File: config.mk
export PLATFORM = sky130hd
export DESIGN_NAME = trigger_line_drive_and_read
export DESIGN_NICKNAME = d
export VERILOG_FILES = /design/src/trig_pkg.sv /design/src/trigger_line_drive_and_read.sv
export VERILOG_INCLUDE_DIRS = /design/src
export SDC_FILE = /design/constraint.sdc
export NUM_CORES = 1
export LEC_CHECK = 0
export ABC_AREA = 0
export BUFFER_PORTS_ARGS = -buffer_cell sky130_fd_sc_hd__buf_2
export CORE_MARGIN = 1
export CORE_UTILIZATION = 42
export CTS_CLUSTER_SIZE = 28
export DETAILED_ROUTE_END_ITERATION = 10
export PLACE_DENSITY = 0.7
export SLEW_MARGIN = 20
export SYNTH_ARGS = -nofsm -noshare
export SYNTH_HDL_FRONTEND = slang
export SYNTH_SLANG_ARGS = --single-unit
export TNS_END_PERCENT = 5
File: constraint.sdc
create_clock -name sys_clk -period 2.2 [get_ports sys_clk]
set_clock_uncertainty 0.15 [all_clocks]
set_input_delay 0.11 -clock sys_clk [delete_from_list [all_inputs] [get_ports sys_clk]]
set_output_delay 0.11 -clock sys_clk [all_outputs]
set_load 0.005 [all_outputs]
File: src/trig_map.svh
// Constants for the trigger line drive and read block
`ifndef TRIG_MAP_SVH
`define TRIG_MAP_SVH
`define TRIG_EXT_LINES     4
`define TRIG_SYNC_LINES    7
`define TRIG_NUM_LINES     11
`define TRIG_SEL_W         4
`define TRIG_SRC_W         4
`define TRIG_SRC_DISABLED  4'h0
`define TRIG_SRC_ACQ_RUN   4'h1
`define TRIG_SRC_ACQ_DONE  4'h2
`define TRIG_SRC_UNASSERT  4'h3
`define TRIG_SRC_ASSERT    4'h4
`define TRIG_SRC_HSYNC     4'h5
`define TRIG_SRC_VSYNC     4'h6
`define TRIG_SRC_FRM_START 4'h7
`define TRIG_SRC_FRM_DONE  4'h8
`define TRIG_SYNC_FIRST    4'h4
`endif

File: src/trig_pkg.sv
// Types for the trigger line drive and read block
package trig_pkg;
  typedef logic [3:0] drive_src_t;
  typedef struct packed {
    logic acq_running;
    logic acq_done;
    logic hsync;
    logic vsync;
    logic frame_active;
    logic frame_done;
  } status_t;
  typedef struct packed {
    logic [3:0] line;
    logic       src_we;
    drive_src_t src;
    logic       out_pol;
  } drive_cfg_t;
endpackage

File: src/trigger_line_drive_and_read.sv
// Trigger line drive source selector and line level reader
`timescale 1ns/1ps
`include "trig_map.svh"
module trigger_line_drive_and_read #(
  parameter int NUM_LINES = `TRIG_NUM_LINES
) (
  input  wire logic                   sys_clk,
  input  wire logic                   arst_n,
  input  wire logic                   clk_en,
  input  wire trig_pkg::drive_cfg_t   drive_cfg,
  input  wire trig_pkg::status_t      acq_status,
  input  wire logic [3:0]             read_line,
  input  wire logic                   in_pol,
  input  wire logic [NUM_LINES-1:0]   trig_in,
  output logic      [NUM_LINES-1:0]   trig_out,
  output logic      [NUM_LINES-1:0]   trig_oe,
  output logic                        trig_status
);

  // Timing, counted in enabled edges:
  //   a write taken on edge n updates the store on edge n
  //   enable and pin level of that line follow on edge n + 1
  //   a change of a status source shows one edge later
  //   a pin change reaches the read-back three edges later
  // Clock enable low freezes every register, synchroniser included.

  // Index map: external lines first, then the sync bus lines
  localparam int EXT_LINES  = `TRIG_EXT_LINES;
  localparam int SYNC_FIRST = `TRIG_SYNC_FIRST;
  localparam int SYNC_LINES = NUM_LINES - EXT_LINES;

  // Per-line drive configuration, cleared by reset
  trig_pkg::drive_src_t src_q [NUM_LINES];
  logic [NUM_LINES-1:0] pol_q;

  // Line level synchroniser stages
  logic [NUM_LINES-1:0] meta_q;
  logic [NUM_LINES-1:0] sync_q;

  // Write data and one-hot write strobes
  trig_pkg::drive_src_t wr_src;
  logic                 wr_pol;
  logic [NUM_LINES-1:0] wr_hit;

  // Next values of the registered outputs
  logic [NUM_LINES-1:0] lvl_d;
  logic [NUM_LINES-1:0] oe_d;
  logic [NUM_LINES-1:0] out_d;
  logic [NUM_LINES-1:0] rd_adj;
  logic                 status_d;

  // True when an index names one of the trigger lines
  function automatic logic line_ok(
    input logic [3:0] idx
  );
    logic ok;

    ok = 1'b0;
    if (idx < 4'(EXT_LINES)) begin
      ok = 1'b1;
    end
    if (idx >= 4'(SYNC_FIRST) && idx < 4'(SYNC_FIRST + SYNC_LINES)) begin
      ok = 1'b1;
    end
    return ok;
  endfunction

  // True when a source code puts a level on the line
  function automatic logic src_drives(
    input trig_pkg::drive_src_t s
  );
    logic d;

    d = 1'b1;
    if (s == `TRIG_SRC_DISABLED) begin
      d = 1'b0;
    end
    return d;
  endfunction

  // Logical (polarity-free) level of a source; every source is a level,
  // so an edge-like source lasts as long as its status input does
  function automatic logic src_level(
    input trig_pkg::drive_src_t s,
    input trig_pkg::status_t    st
  );
    logic v;

    v = 1'b0;
    unique case (s)
      `TRIG_SRC_DISABLED: begin
        v = 1'b0;
      end
      // Acquisition state
      `TRIG_SRC_ACQ_RUN: begin
        v = st.acq_running;
      end
      `TRIG_SRC_ACQ_DONE: begin
        v = st.acq_done;
      end
      // Static levels
      `TRIG_SRC_UNASSERT: begin
        v = 1'b0;
      end
      `TRIG_SRC_ASSERT: begin
        v = 1'b1;
      end
      // Camera timing
      `TRIG_SRC_HSYNC: begin
        v = st.hsync;
      end
      `TRIG_SRC_VSYNC: begin
        v = st.vsync;
      end
      // Frame timing, meaningless in line scan
      `TRIG_SRC_FRM_START: begin
        v = st.frame_active;
      end
      `TRIG_SRC_FRM_DONE: begin
        v = st.frame_done;
      end
      default: begin
        // Codes above the last source drive the unasserted level
        v = 1'b0;
      end
    endcase
    return v;
  endfunction

  // Pin level of a logical level; the same map serves both directions
  function automatic logic apply_pol(
    input logic lvl,
    input logic pol
  );
    logic r;

    r = lvl ~^ pol;
    return r;
  endfunction

  // Level of one line picked out of a vector by its index
  function automatic logic pick_line(
    input logic [NUM_LINES-1:0] v,
    input logic [3:0]           idx
  );
    logic b;

    b = 1'b0;
    for (int i = 0; i < NUM_LINES; i++) begin
      if (idx == 4'(i)) begin
        b = v[i];
      end
    end
    return b;
  endfunction

  // Write data, parked at safe values while no write is taken
  always_comb begin
    wr_src = `TRIG_SRC_DISABLED;
    wr_pol = 1'b0;
    if (clk_en && drive_cfg.src_we) begin
      wr_src = drive_cfg.src;
      wr_pol = drive_cfg.out_pol;
    end
  end

  // One-hot write strobe; a refused index decodes to nothing
  always_comb begin
    wr_hit = '0;
    if (clk_en && drive_cfg.src_we) begin
      if (line_ok(drive_cfg.line)) begin
        for (int i = 0; i < NUM_LINES; i++) begin
          if (drive_cfg.line == 4'(i)) begin
            wr_hit[i] = 1'b1;
          end
        end
      end
    end
  end

  // Source selection store; only the addressed line changes,
  // so writes to different lines may come back to back
  always_ff @(posedge sys_clk or negedge arst_n) begin
    if (!arst_n) begin
      for (int i = 0; i < NUM_LINES; i++) begin
        src_q[i] <= `TRIG_SRC_DISABLED;
      end
    end else begin
      for (int i = 0; i < NUM_LINES; i++) begin
        if (wr_hit[i]) begin
          src_q[i] <= wr_src;
        end
      end
    end
  end

  // Output polarity store, written together with the source
  always_ff @(posedge sys_clk or negedge arst_n) begin
    if (!arst_n) begin
      for (int i = 0; i < NUM_LINES; i++) begin
        pol_q[i] <= 1'b0;
      end
    end else begin
      for (int i = 0; i < NUM_LINES; i++) begin
        if (wr_hit[i]) begin
          pol_q[i] <= wr_pol;
        end
      end
    end
  end

  // Logical level of each line's source
  always_comb begin
    lvl_d = '0;
    for (int i = 0; i < NUM_LINES; i++) begin
      lvl_d[i] = src_level(src_q[i], acq_status);
    end
  end

  // Enable and pin level of each line; an idle line is parked low
  // so that its pin value never toggles behind a released driver
  always_comb begin
    oe_d  = '0;
    out_d = '0;
    for (int i = 0; i < NUM_LINES; i++) begin
      oe_d[i] = src_drives(src_q[i]);
      if (oe_d[i]) begin
        out_d[i] = apply_pol(lvl_d[i], pol_q[i]);
      end else begin
        out_d[i] = 1'b0;
      end
    end
  end

  // Output enables
  always_ff @(posedge sys_clk or negedge arst_n) begin
    if (!arst_n) begin
      for (int i = 0; i < NUM_LINES; i++) begin
        trig_oe[i] <= 1'b0;
      end
    end else if (clk_en) begin
      for (int i = 0; i < NUM_LINES; i++) begin
        trig_oe[i] <= oe_d[i];
      end
    end
  end

  // Output levels
  always_ff @(posedge sys_clk or negedge arst_n) begin
    if (!arst_n) begin
      for (int i = 0; i < NUM_LINES; i++) begin
        trig_out[i] <= 1'b0;
      end
    end else if (clk_en) begin
      for (int i = 0; i < NUM_LINES; i++) begin
        trig_out[i] <= out_d[i];
      end
    end
  end

  // First synchroniser stage; only the second stage reads it
  always_ff @(posedge sys_clk or negedge arst_n) begin
    if (!arst_n) begin
      for (int i = 0; i < NUM_LINES; i++) begin
        meta_q[i] <= 1'b0;
      end
    end else if (clk_en) begin
      for (int i = 0; i < NUM_LINES; i++) begin
        meta_q[i] <= trig_in[i];
      end
    end
  end

  // Second synchroniser stage
  always_ff @(posedge sys_clk or negedge arst_n) begin
    if (!arst_n) begin
      for (int i = 0; i < NUM_LINES; i++) begin
        sync_q[i] <= 1'b0;
      end
    end else if (clk_en) begin
      for (int i = 0; i < NUM_LINES; i++) begin
        sync_q[i] <= meta_q[i];
      end
    end
  end

  // Polarity-adjusted level of every line
  always_comb begin
    rd_adj = '0;
    for (int i = 0; i < NUM_LINES; i++) begin
      rd_adj[i] = apply_pol(sync_q[i], in_pol);
    end
  end

  // Read-back selection; an index past the last line reads zero
  always_comb begin
    status_d = 1'b0;
    if (line_ok(read_line)) begin
      status_d = pick_line(rd_adj, read_line);
    end
  end

  // Line status read-back
  always_ff @(posedge sys_clk or negedge arst_n) begin
    if (!arst_n) begin
      trig_status <= 1'b0;
    end else if (clk_en) begin
      trig_status <= status_d;
    end
  end

endmodule

==> summary.md, run 1 <==
| Metric | Value |
|---|---|
| Status | `completed` |
| Cells after DPL | `695` |
| Hold Path End | `src_q[4]` |
| Unrepaired setup endpoints after global routing | `false` |
| R2r worst-path depth | `4` |
| Largest cells by area after synthesis | `dfrtp_1, mux2_2, mux2_4, and3b_1, nor3b_1` |
| Clock transition at path regs | `70 ps` |
| Worst EP required | `2270 ps` |
| Vias | `4143` |
| CP max FO | `8` |
| Initial antenna violation count | `0` |
| Peak VDD IR | `0.558 mV` |
| Post-synthesis async set-or-reset flop share | `1.00` |
| CP Class | `flip-flop to flip-flop` |
| Rel. slew slack | `0.673` |
| Clock root cell | `clkbuf_16` |
| Core area | `0.0126 mm^2` |
| First drt pass iteration count | `5` |
| Hold crit path type | `input port to flip-flop` |
| Wire length per cell | `17.0 um` |
| TritonCTS sink count | `100` |
| Share of cells above drive strength 1 | `0.276` |
| Largest net degree at the start of global routing | `39` |
| Port bufs | `57` |
| Die Area | `0.0134 mm^2` |
| Yosys warnings | `0` |
| Synth area leader | `dfrtp_1` |
| Count of flip-flops with a built-in enable after synthesis | `0` |
| Die Y | `116 um` |
| CTS H-tree depth | `3` |
| Final #Nets | `582` |
| Initial core utilization | `0.431` |
| Fin crit share | `0.834` |
| Worst reg2reg setup slack | `370 ps` |
| Critical Path AT | `1900 ps` |
| Synthesized area | `0.00544 mm^2` |
| First DRT Iteration DRCs | `162` |
| DPL Wire Length | `8300 um` |
| GPL Wtd Cong | `0.837` |
| Pwr Density | `863 mW/mm^2` |
| #FFs+latches synth | `100` |
| Final std cells w/o fill | `722` |
| Vias in the first global route | `4153` |
| First-pass GRT wire length | `20600 um` |
| Antenna diodes | `0` |
| Worst r2r src | `src_q[25]` |
| Layout area overhead | `15.5%` |
| Mapped Cells | `487` |
| CP endpoint kind | `flip-flop` |
| Fin. max-slew vios | `0` |
| Top FF cell, synth | `dfrtp_1` |
| Worst slew pin tran | `486 ps` |
| Longest Clk Path Bufs | `2` |
| Die X | `116 um` |
| Synth Net Count | `522` |
| GR Overflow Total | `0` |
| CTS tree | `built` |
| Overall Global Routing Usage | `0.199` |
| Total wire length | `12300 um` |
| Hold Startpoint | `drive_cfg[1]` |
| Synth top area share | `0.460` |
| Site Rows | `41` |
| Pleak | `2.81 nW` |
| TNS Setup | `0 ps` |
| Max Cap Viol | `0` |
| Num CTS Buffers | `9` |
| Startpoint Class | `flip-flop` |
| DRC errors left | `0` |
| R2r endpoint | `trig_out[4]` |
| Min Tclk post-route | `1830 ps` |
| Syn avg cell area | `11.2 um^2` |
| Register area share after synthesis | `0.460` |
| Io pins | `58` |
| Routed vias/inst | `5.74` |
| Max Freq | `545 MHz` |
| Final Hold Fails | `0` |
| Synth cell types | `44` |
| Final setup violation count | `0` |
| Hold Path Stages | `3` |
| Worst skew pair latency | `340 ps` |
| Antenna Violating Nets Remaining | `0` |
==> critical path, stage by stage (launching register included) <==
cell and delay [ps]:
dfrtp_1 460, nor4_1 490, nand3b_1 200, nor4_1 50, or3_1 360
==> metal layers <==
layer / routed length (um) / share of wire / track usage
met1: 5550 / 0.45 / 0.247
met2: 5860 / 0.48 / 0.337
met3: 667 / 0.054 / 0.0554
met4: 201 / 0.016 / 0.0632
met5: 0 / 0 / 0
==> through the flow <==
stage	power, mW	hold slack (ps)	setup slack [ps]	util	instance area [um^2]
floorplan	3.44	-336	568	-	5440
global placement	3.85	-88.6	446	0.466	5880
detailed placement	3.92	-80.2	396	0.466	5880
CTS	5.48	0.174	375	0.498	6290
global route	5.77	36.4	229	0.498	6290
finish	5.42	12.8	366	0.498	6290
==> worst max-delay path by stage <==
stage | start | slack (ps) | to
5_1_grt | src_q[33] | 230 | trig_out[2]
4_1_cts | src_q[25] | 380 | trig_out[4]
3_3_place_gp | src_q[9] | 450 | trig_out[8]
2_1_floorplan | src_q[36] | 570 | trig_out[1]
6_report | src_q[25] | 370 | trig_out[4]
3_5_place_dp | src_q[25] | 400 | trig_out[4]
==> registers in the layout, indices dropped and copies added, names as in the netlist <==
signal / cells
meta_q: 11
trig_out: 11
src_q: 44
trig_oe: 11
trig_status: 1
pol_q: 11
sync_q: 11
==> power by group <==
group	total [mW]	switching, mW	internal [mW]
combinational	1.31	0.585	0.727
sequential	2.59	0.378	2.21
clock	1.52	0.657	0.864
==> area by class of cell <==
type | count | area, um^2
clock inverter | 5 | 55.1
inverter | 22 | 82.6
fill | 1157 | 6330
timing repair buffer | 76 | 475
clock buffer | 9 | 225
multi-input combinational | 338 | 2730
sequential | 100 | 2500
tap | 172 | 215
==> what timing repair did <==
| action | in CTS | in global routing |
|---|---|---|
| gates resized for setup | 0 | 0 |
| buffers inserted | 0 | 0 |
| endpoints found under the hold margin | 112 | 0 |
| hold buffers | 13 | 0 |
==> cells in the mapped netlist, drive strengths merged, types with 11 or more instances <==
cell type / n
nor4: 22
buf: 20
and3b: 20
o22ai: 12
nand3b: 14
nor3b: 23
or3: 12
a21oi: 12
a311oi: 11
and3: 12
dfrtp: 100
mux2: 73
nand2b: 13
o31ai: 11
inv: 22
nor2: 22
==> cells by family after synthesis <==
kind of cell | count (synthesis) | synth area share
simple gates | 173 | 0.216
flops | 100 | 0.460
compound gates | 81 | 0.106
mux | 76 | 0.167
buf+inv | 49 | 0.0382
xor+xnor | 8 | 0.0129
==> cell usage in the layout (no fill, tap or decap), types with 2 or more instances in the layout <==
master         Yosys  routed
a211oi_1           2       2
a21oi_1           12      12
a311oi_1          11      11
a31oi_1            2       2
and3_1            12      12
and3b_1           20      20
buf_2             16      56
buf_4              1       6
clkbuf_16          0       9
clkinv_2           0       2
clkinvlp_4         0       2
dfrtp_1          100     100
dlygate4sd3_1      0      13
inv_1             22      22
mux2_2            57      57
mux2_4            15      15
mux2i_1            3       3
nand2_1            8       8
nand2b_1          13      13
nand3_1            2       2
nand3b_1          14      14
nand4b_1           3       3
nor2_1            22      22
nor3_1             3       3
nor3b_1           23      23
nor4_1            21      21
nor4bb_1          10      10
o211ai_1          10      10
o21ai_0            9       9
o22ai_1           12      12
o311a_1           10      10
o31ai_1           11      11
or3_1             12      12
or4_1              3       3
xor2_1             7       7
Power figures use the tool's default switching activity.
==> run 2: changes to the inputs <==
--- a/config.mk
+++ b/config.mk
@@ -6,13 +6,13 @@
 export SDC_FILE = /design/constraint.sdc
 export NUM_CORES = 1
 export LEC_CHECK = 0
-export ABC_AREA = 0
+export ABC_AREA = 1
 export BUFFER_PORTS_ARGS = -buffer_cell sky130_fd_sc_hd__buf_2
 export CORE_MARGIN = 1
 export CORE_UTILIZATION = 42
 export CTS_CLUSTER_SIZE = 28
 export DETAILED_ROUTE_END_ITERATION = 10
-export PLACE_DENSITY = 0.7
+export PLACE_DENSITY = 0.71
 export SLEW_MARGIN = 20
 export SYNTH_ARGS = -nofsm -noshare
 export SYNTH_HDL_FRONTEND = slang
==> constraint.sdc (replaced) <==
create_clock -name sys_clk -period 1.8 [get_ports sys_clk]
set_clock_uncertainty 0.15 [all_clocks]
set_input_delay 0.09 -clock sys_clk [delete_from_list [all_inputs] [get_ports sys_clk]]
set_output_delay 0.09 -clock sys_clk [all_outputs]
set_load 0.005 [all_outputs]
==> run 2 against run 1 <==
Critical endpoint is now meta_q[7]. Via count up 5.7%. Sequential share of layout area up 2.4 points. Synthesized cell count up 26%. Wire length down 4.8%. Count of clock-buffer cells in the layout up 1. Non-clock buffer count up 7. Clock power up 48%.
==> summary.md, run 2 <==
| Metric | Value |
|---|---|
| DPL Wire Length | `7820 um (-5.9%)` |
| Peak VDD IR | `0.905 mV (+62%)` |
| Synth cell types | `27 (-39%)` |
| DRC errors left | `0 (unchanged)` |
| R2r endpoint | `trig_out[8]` |
| Top-count cell post-synth | `nand2_1` |
| Unrepaired setup endpoints after global routing | `false` |
| Core area | `0.0114 mm^2 (-9.5%)` |
| Top FF cell, synth | `dfrtp_1` |
| Status | `completed` |
| Post-synthesis async set-or-reset flop share | `1.00 (unchanged)` |
| Initial core utilization | `0.432 (about the same)` |
| Worst reg2reg setup slack | `280 ps (-90 ps)` |
| TNS Setup | `0 ps (unchanged)` |
| Worst slew pin tran | `656 ps (+170 ps)` |
| Antenna Violating Nets Remaining | `0 (unchanged)` |
| Count of flip-flops with a built-in enable after synthesis | `0 (unchanged)` |
| Max FFs per register | `44 (unchanged)` |
| Synth top area share | `0.508 (+0.0479)` |
| First drt pass iteration count | `6 (+1)` |
| Vias | `4379 (+5.7%)` |
| Antenna diodes | `0 (unchanged)` |
| Yosys warnings | `0 (unchanged)` |
| CP Class | `input port to flip-flop` |
| Worst EP required | `1880 ps (-390 ps)` |
| CTS tree | `built` |
| Fillcell total | `1085 (-6.2%)` |
| Port bufs | `57 (unchanged)` |
| Hold Startpoint | `drive_cfg[2]` |
| Largest net degree at the start of global routing | `52 (+33%)` |
| GPL Wtd Cong | `0.820 (-2.0%)` |
| Clock root cell | `clkbuf_16` |
| CP endpoint kind | `flip-flop` |
| Wire length per cell | `13.9 um (-18%)` |
| Max Freq | `621 MHz` |
| Mapped Cells | `616 (+26%)` |
| Top reg by flops | `src_q` |
| Fin crit share | `0.894` |
| Die Area | `0.0122 mm^2 (-9.3%)` |
| Largest cells by area after synthesis | `dfrtp_1, nand2_1, o21ai_0, nor2_1, inv_1` |
| GR Overflow Total | `0 (unchanged)` |
| Hold Path Stages | `3 (unchanged)` |
| Longest Clk Path Bufs | `2 (unchanged)` |
| Clock transition at path regs | `70 ps (about the same)` |
| Hold Path End | `src_q[1]` |
| First DRT Iteration DRCs | `357 (+120%)` |
| Startpoint Class | `input port` |
| Synthesized area | `0.00493 mm^2 (-9.4%)` |
| Pleak | `2.99 nW (+6.4%)` |
| Most common cell after layout, fill and taps aside | `nand2_1` |
| Io pins | `58 (unchanged)` |
| Overall Global Routing Usage | `0.206 (+0.00663)` |
| Site Rows | `39 (-4.9%)` |
| Routed vias/inst | `5.21 (-9.3%)` |
| Worst skew pair latency | `350 ps (about the same)` |
| First-pass GRT wire length | `19000 um (-7.6%)` |
| Final setup violation count | `0 (unchanged)` |
| Register area share after synthesis | `0.508 (+0.0479)` |
| Die Y | `110 um (-4.7%)` |
| TritonCTS sink count | `100 (unchanged)` |
| Max Cap Viol | `0 (unchanged)` |
| Core Util, Final | `0.519 (+0.0207)` |
| Hold crit path type | `input port to flip-flop` |
| CTS H-tree depth | `3 (unchanged)` |
| R2r worst-path depth | `7 (+3)` |
| Final Hold Fails | `0 (unchanged)` |
| Most used cells in the layout excluding fill and tap cells | `nand2_1, dfrtp_1, nor2_1, o21ai_0, inv_1` |
| Total wire length | `11700 um (-4.8%)` |
| Die X | `110 um (-4.7%)` |
| Initial antenna violation count | `0 (unchanged)` |
| Synth area leader | `dfrtp_1` |
| Num CTS Buffers | `9 (unchanged)` |
| #FFs+latches synth | `100 (unchanged)` |
| Share of cells above drive strength 1 | `0.138 (-0.139)` |
| Min Tclk post-route | `1610 ps` |
| Post_cts resized | `0 (unchanged)` |
| CP max FO | `19 (+11)` |
| Worst r2r src | `src_q[9]` |
| Vias in the first global route | `4239 (+2.1%)` |
| Fin. max-slew vios | `0 (unchanged)` |
| Layout area overhead | `20.2%` |
| Syn avg cell area | `8.00 um^2 (-28%)` |
| Rel. slew slack | `0.562 (-0.111)` |
| Critical Path AT | `1690 ps (-210 ps)` |
| Pwr Density | `1140 mW/mm^2 (+32%)` |
| Final #Nets | `728 (+25%)` |
| Synth top cells by count | `nand2_1, dfrtp_1, nor2_1` |
| Synth Net Count | `651 (+25%)` |
==> run 2: worst max-delay path, stage by stage <==
cell and delay (ps):
dlygate4sd3_1 530, buf_2 170, buf_4 210, nand2_1 70, o21ai_0 70, dlygate4sd3_1 550
==> run 2: power by group <==
part	switching [mW]	internal [mW]	total, mW
sequential	0.347	2.67	3.02
clock	0.858	1.40	2.25
combinational	0.805	0.653	1.46
total	2.01	4.72	6.73
==> run 2: worst max-delay path by stage <==
stage / slack (ps) / cells after the start / to / start
4_1_cts: 200 / 6 / sync_q[4] / clk_en
3_5_place_dp: 270 / 14 / trig_status / in_pol
6_report: 190 / 6 / meta_q[7] / clk_en
3_3_place_gp: 330 / 14 / trig_status / in_pol
2_1_floorplan: 470 / 7 / trig_out[1] / src_q[36]
5_1_grt: 60 / 7 / src_q[34] / clk_en
==> run 2: final cells by class <==
cell class              instances  area [um^2]  share of cell area
inverters                      62          233              0.0393
repair buffers                 83          546              0.0921
clock inverters                 6          111              0.0188
well taps                     143          179              0.0302
multi-input cells             437         2110               0.357
flip-flops and latches        100         2500               0.422
clock buffers                  10          239              0.0403
==> run 2: cells by family (layout without fill, tap and decap cells) <==
| kind of cell | count (synthesis) | count (layout) | synth area share |
|---|---|---|---|
| buf+inv | 79 | 161 | 0.0630 |
| flops | 100 | 100 | 0.508 |
| xor+xnor | 8 | 8 | 0.0142 |
| simple gates | 264 | 264 | 0.225 |
| compound gates | 165 | 165 | 0.190 |
==> run 2: metal layers <==
| metal | global-route usage | routed length (um) | part of all wire |
|---|---|---|---|
| met5 | 0 | 0 | 0 |
| met4 | 0.0865 | 195 | 0.017 |
| met3 | 0.0423 | 576 | 0.049 |
| met2 | 0.362 | 5700 | 0.49 |
| met1 | 0.244 | 5220 | 0.45 |
==> run 2: stage by stage <==
stage | worst slack [ps] | instances | instance area, um^2 | hold WS [ps] | power (mW)
after global routing | 55.2 | 841 | 5920 | 72.7 | 7.15
after detailed placement | 274 | 805 | 5370 | -82.8 | 4.47
final | 190 | 841 | 5920 | 36.0 | 6.73
after global placement | 330 | 805 | 5370 | -92.4 | 4.40
after floorplan | 473 | 616 | 4930 | -356 | 3.96
after CTS | 200 | 841 | 5920 | 32.4 | 6.79
==> run 2: repair_timing <==
action                    in CTS  in global routing
hold buffers                  20                  0
buffers inserted               0                  0
hold endpoints to repair     117                  0
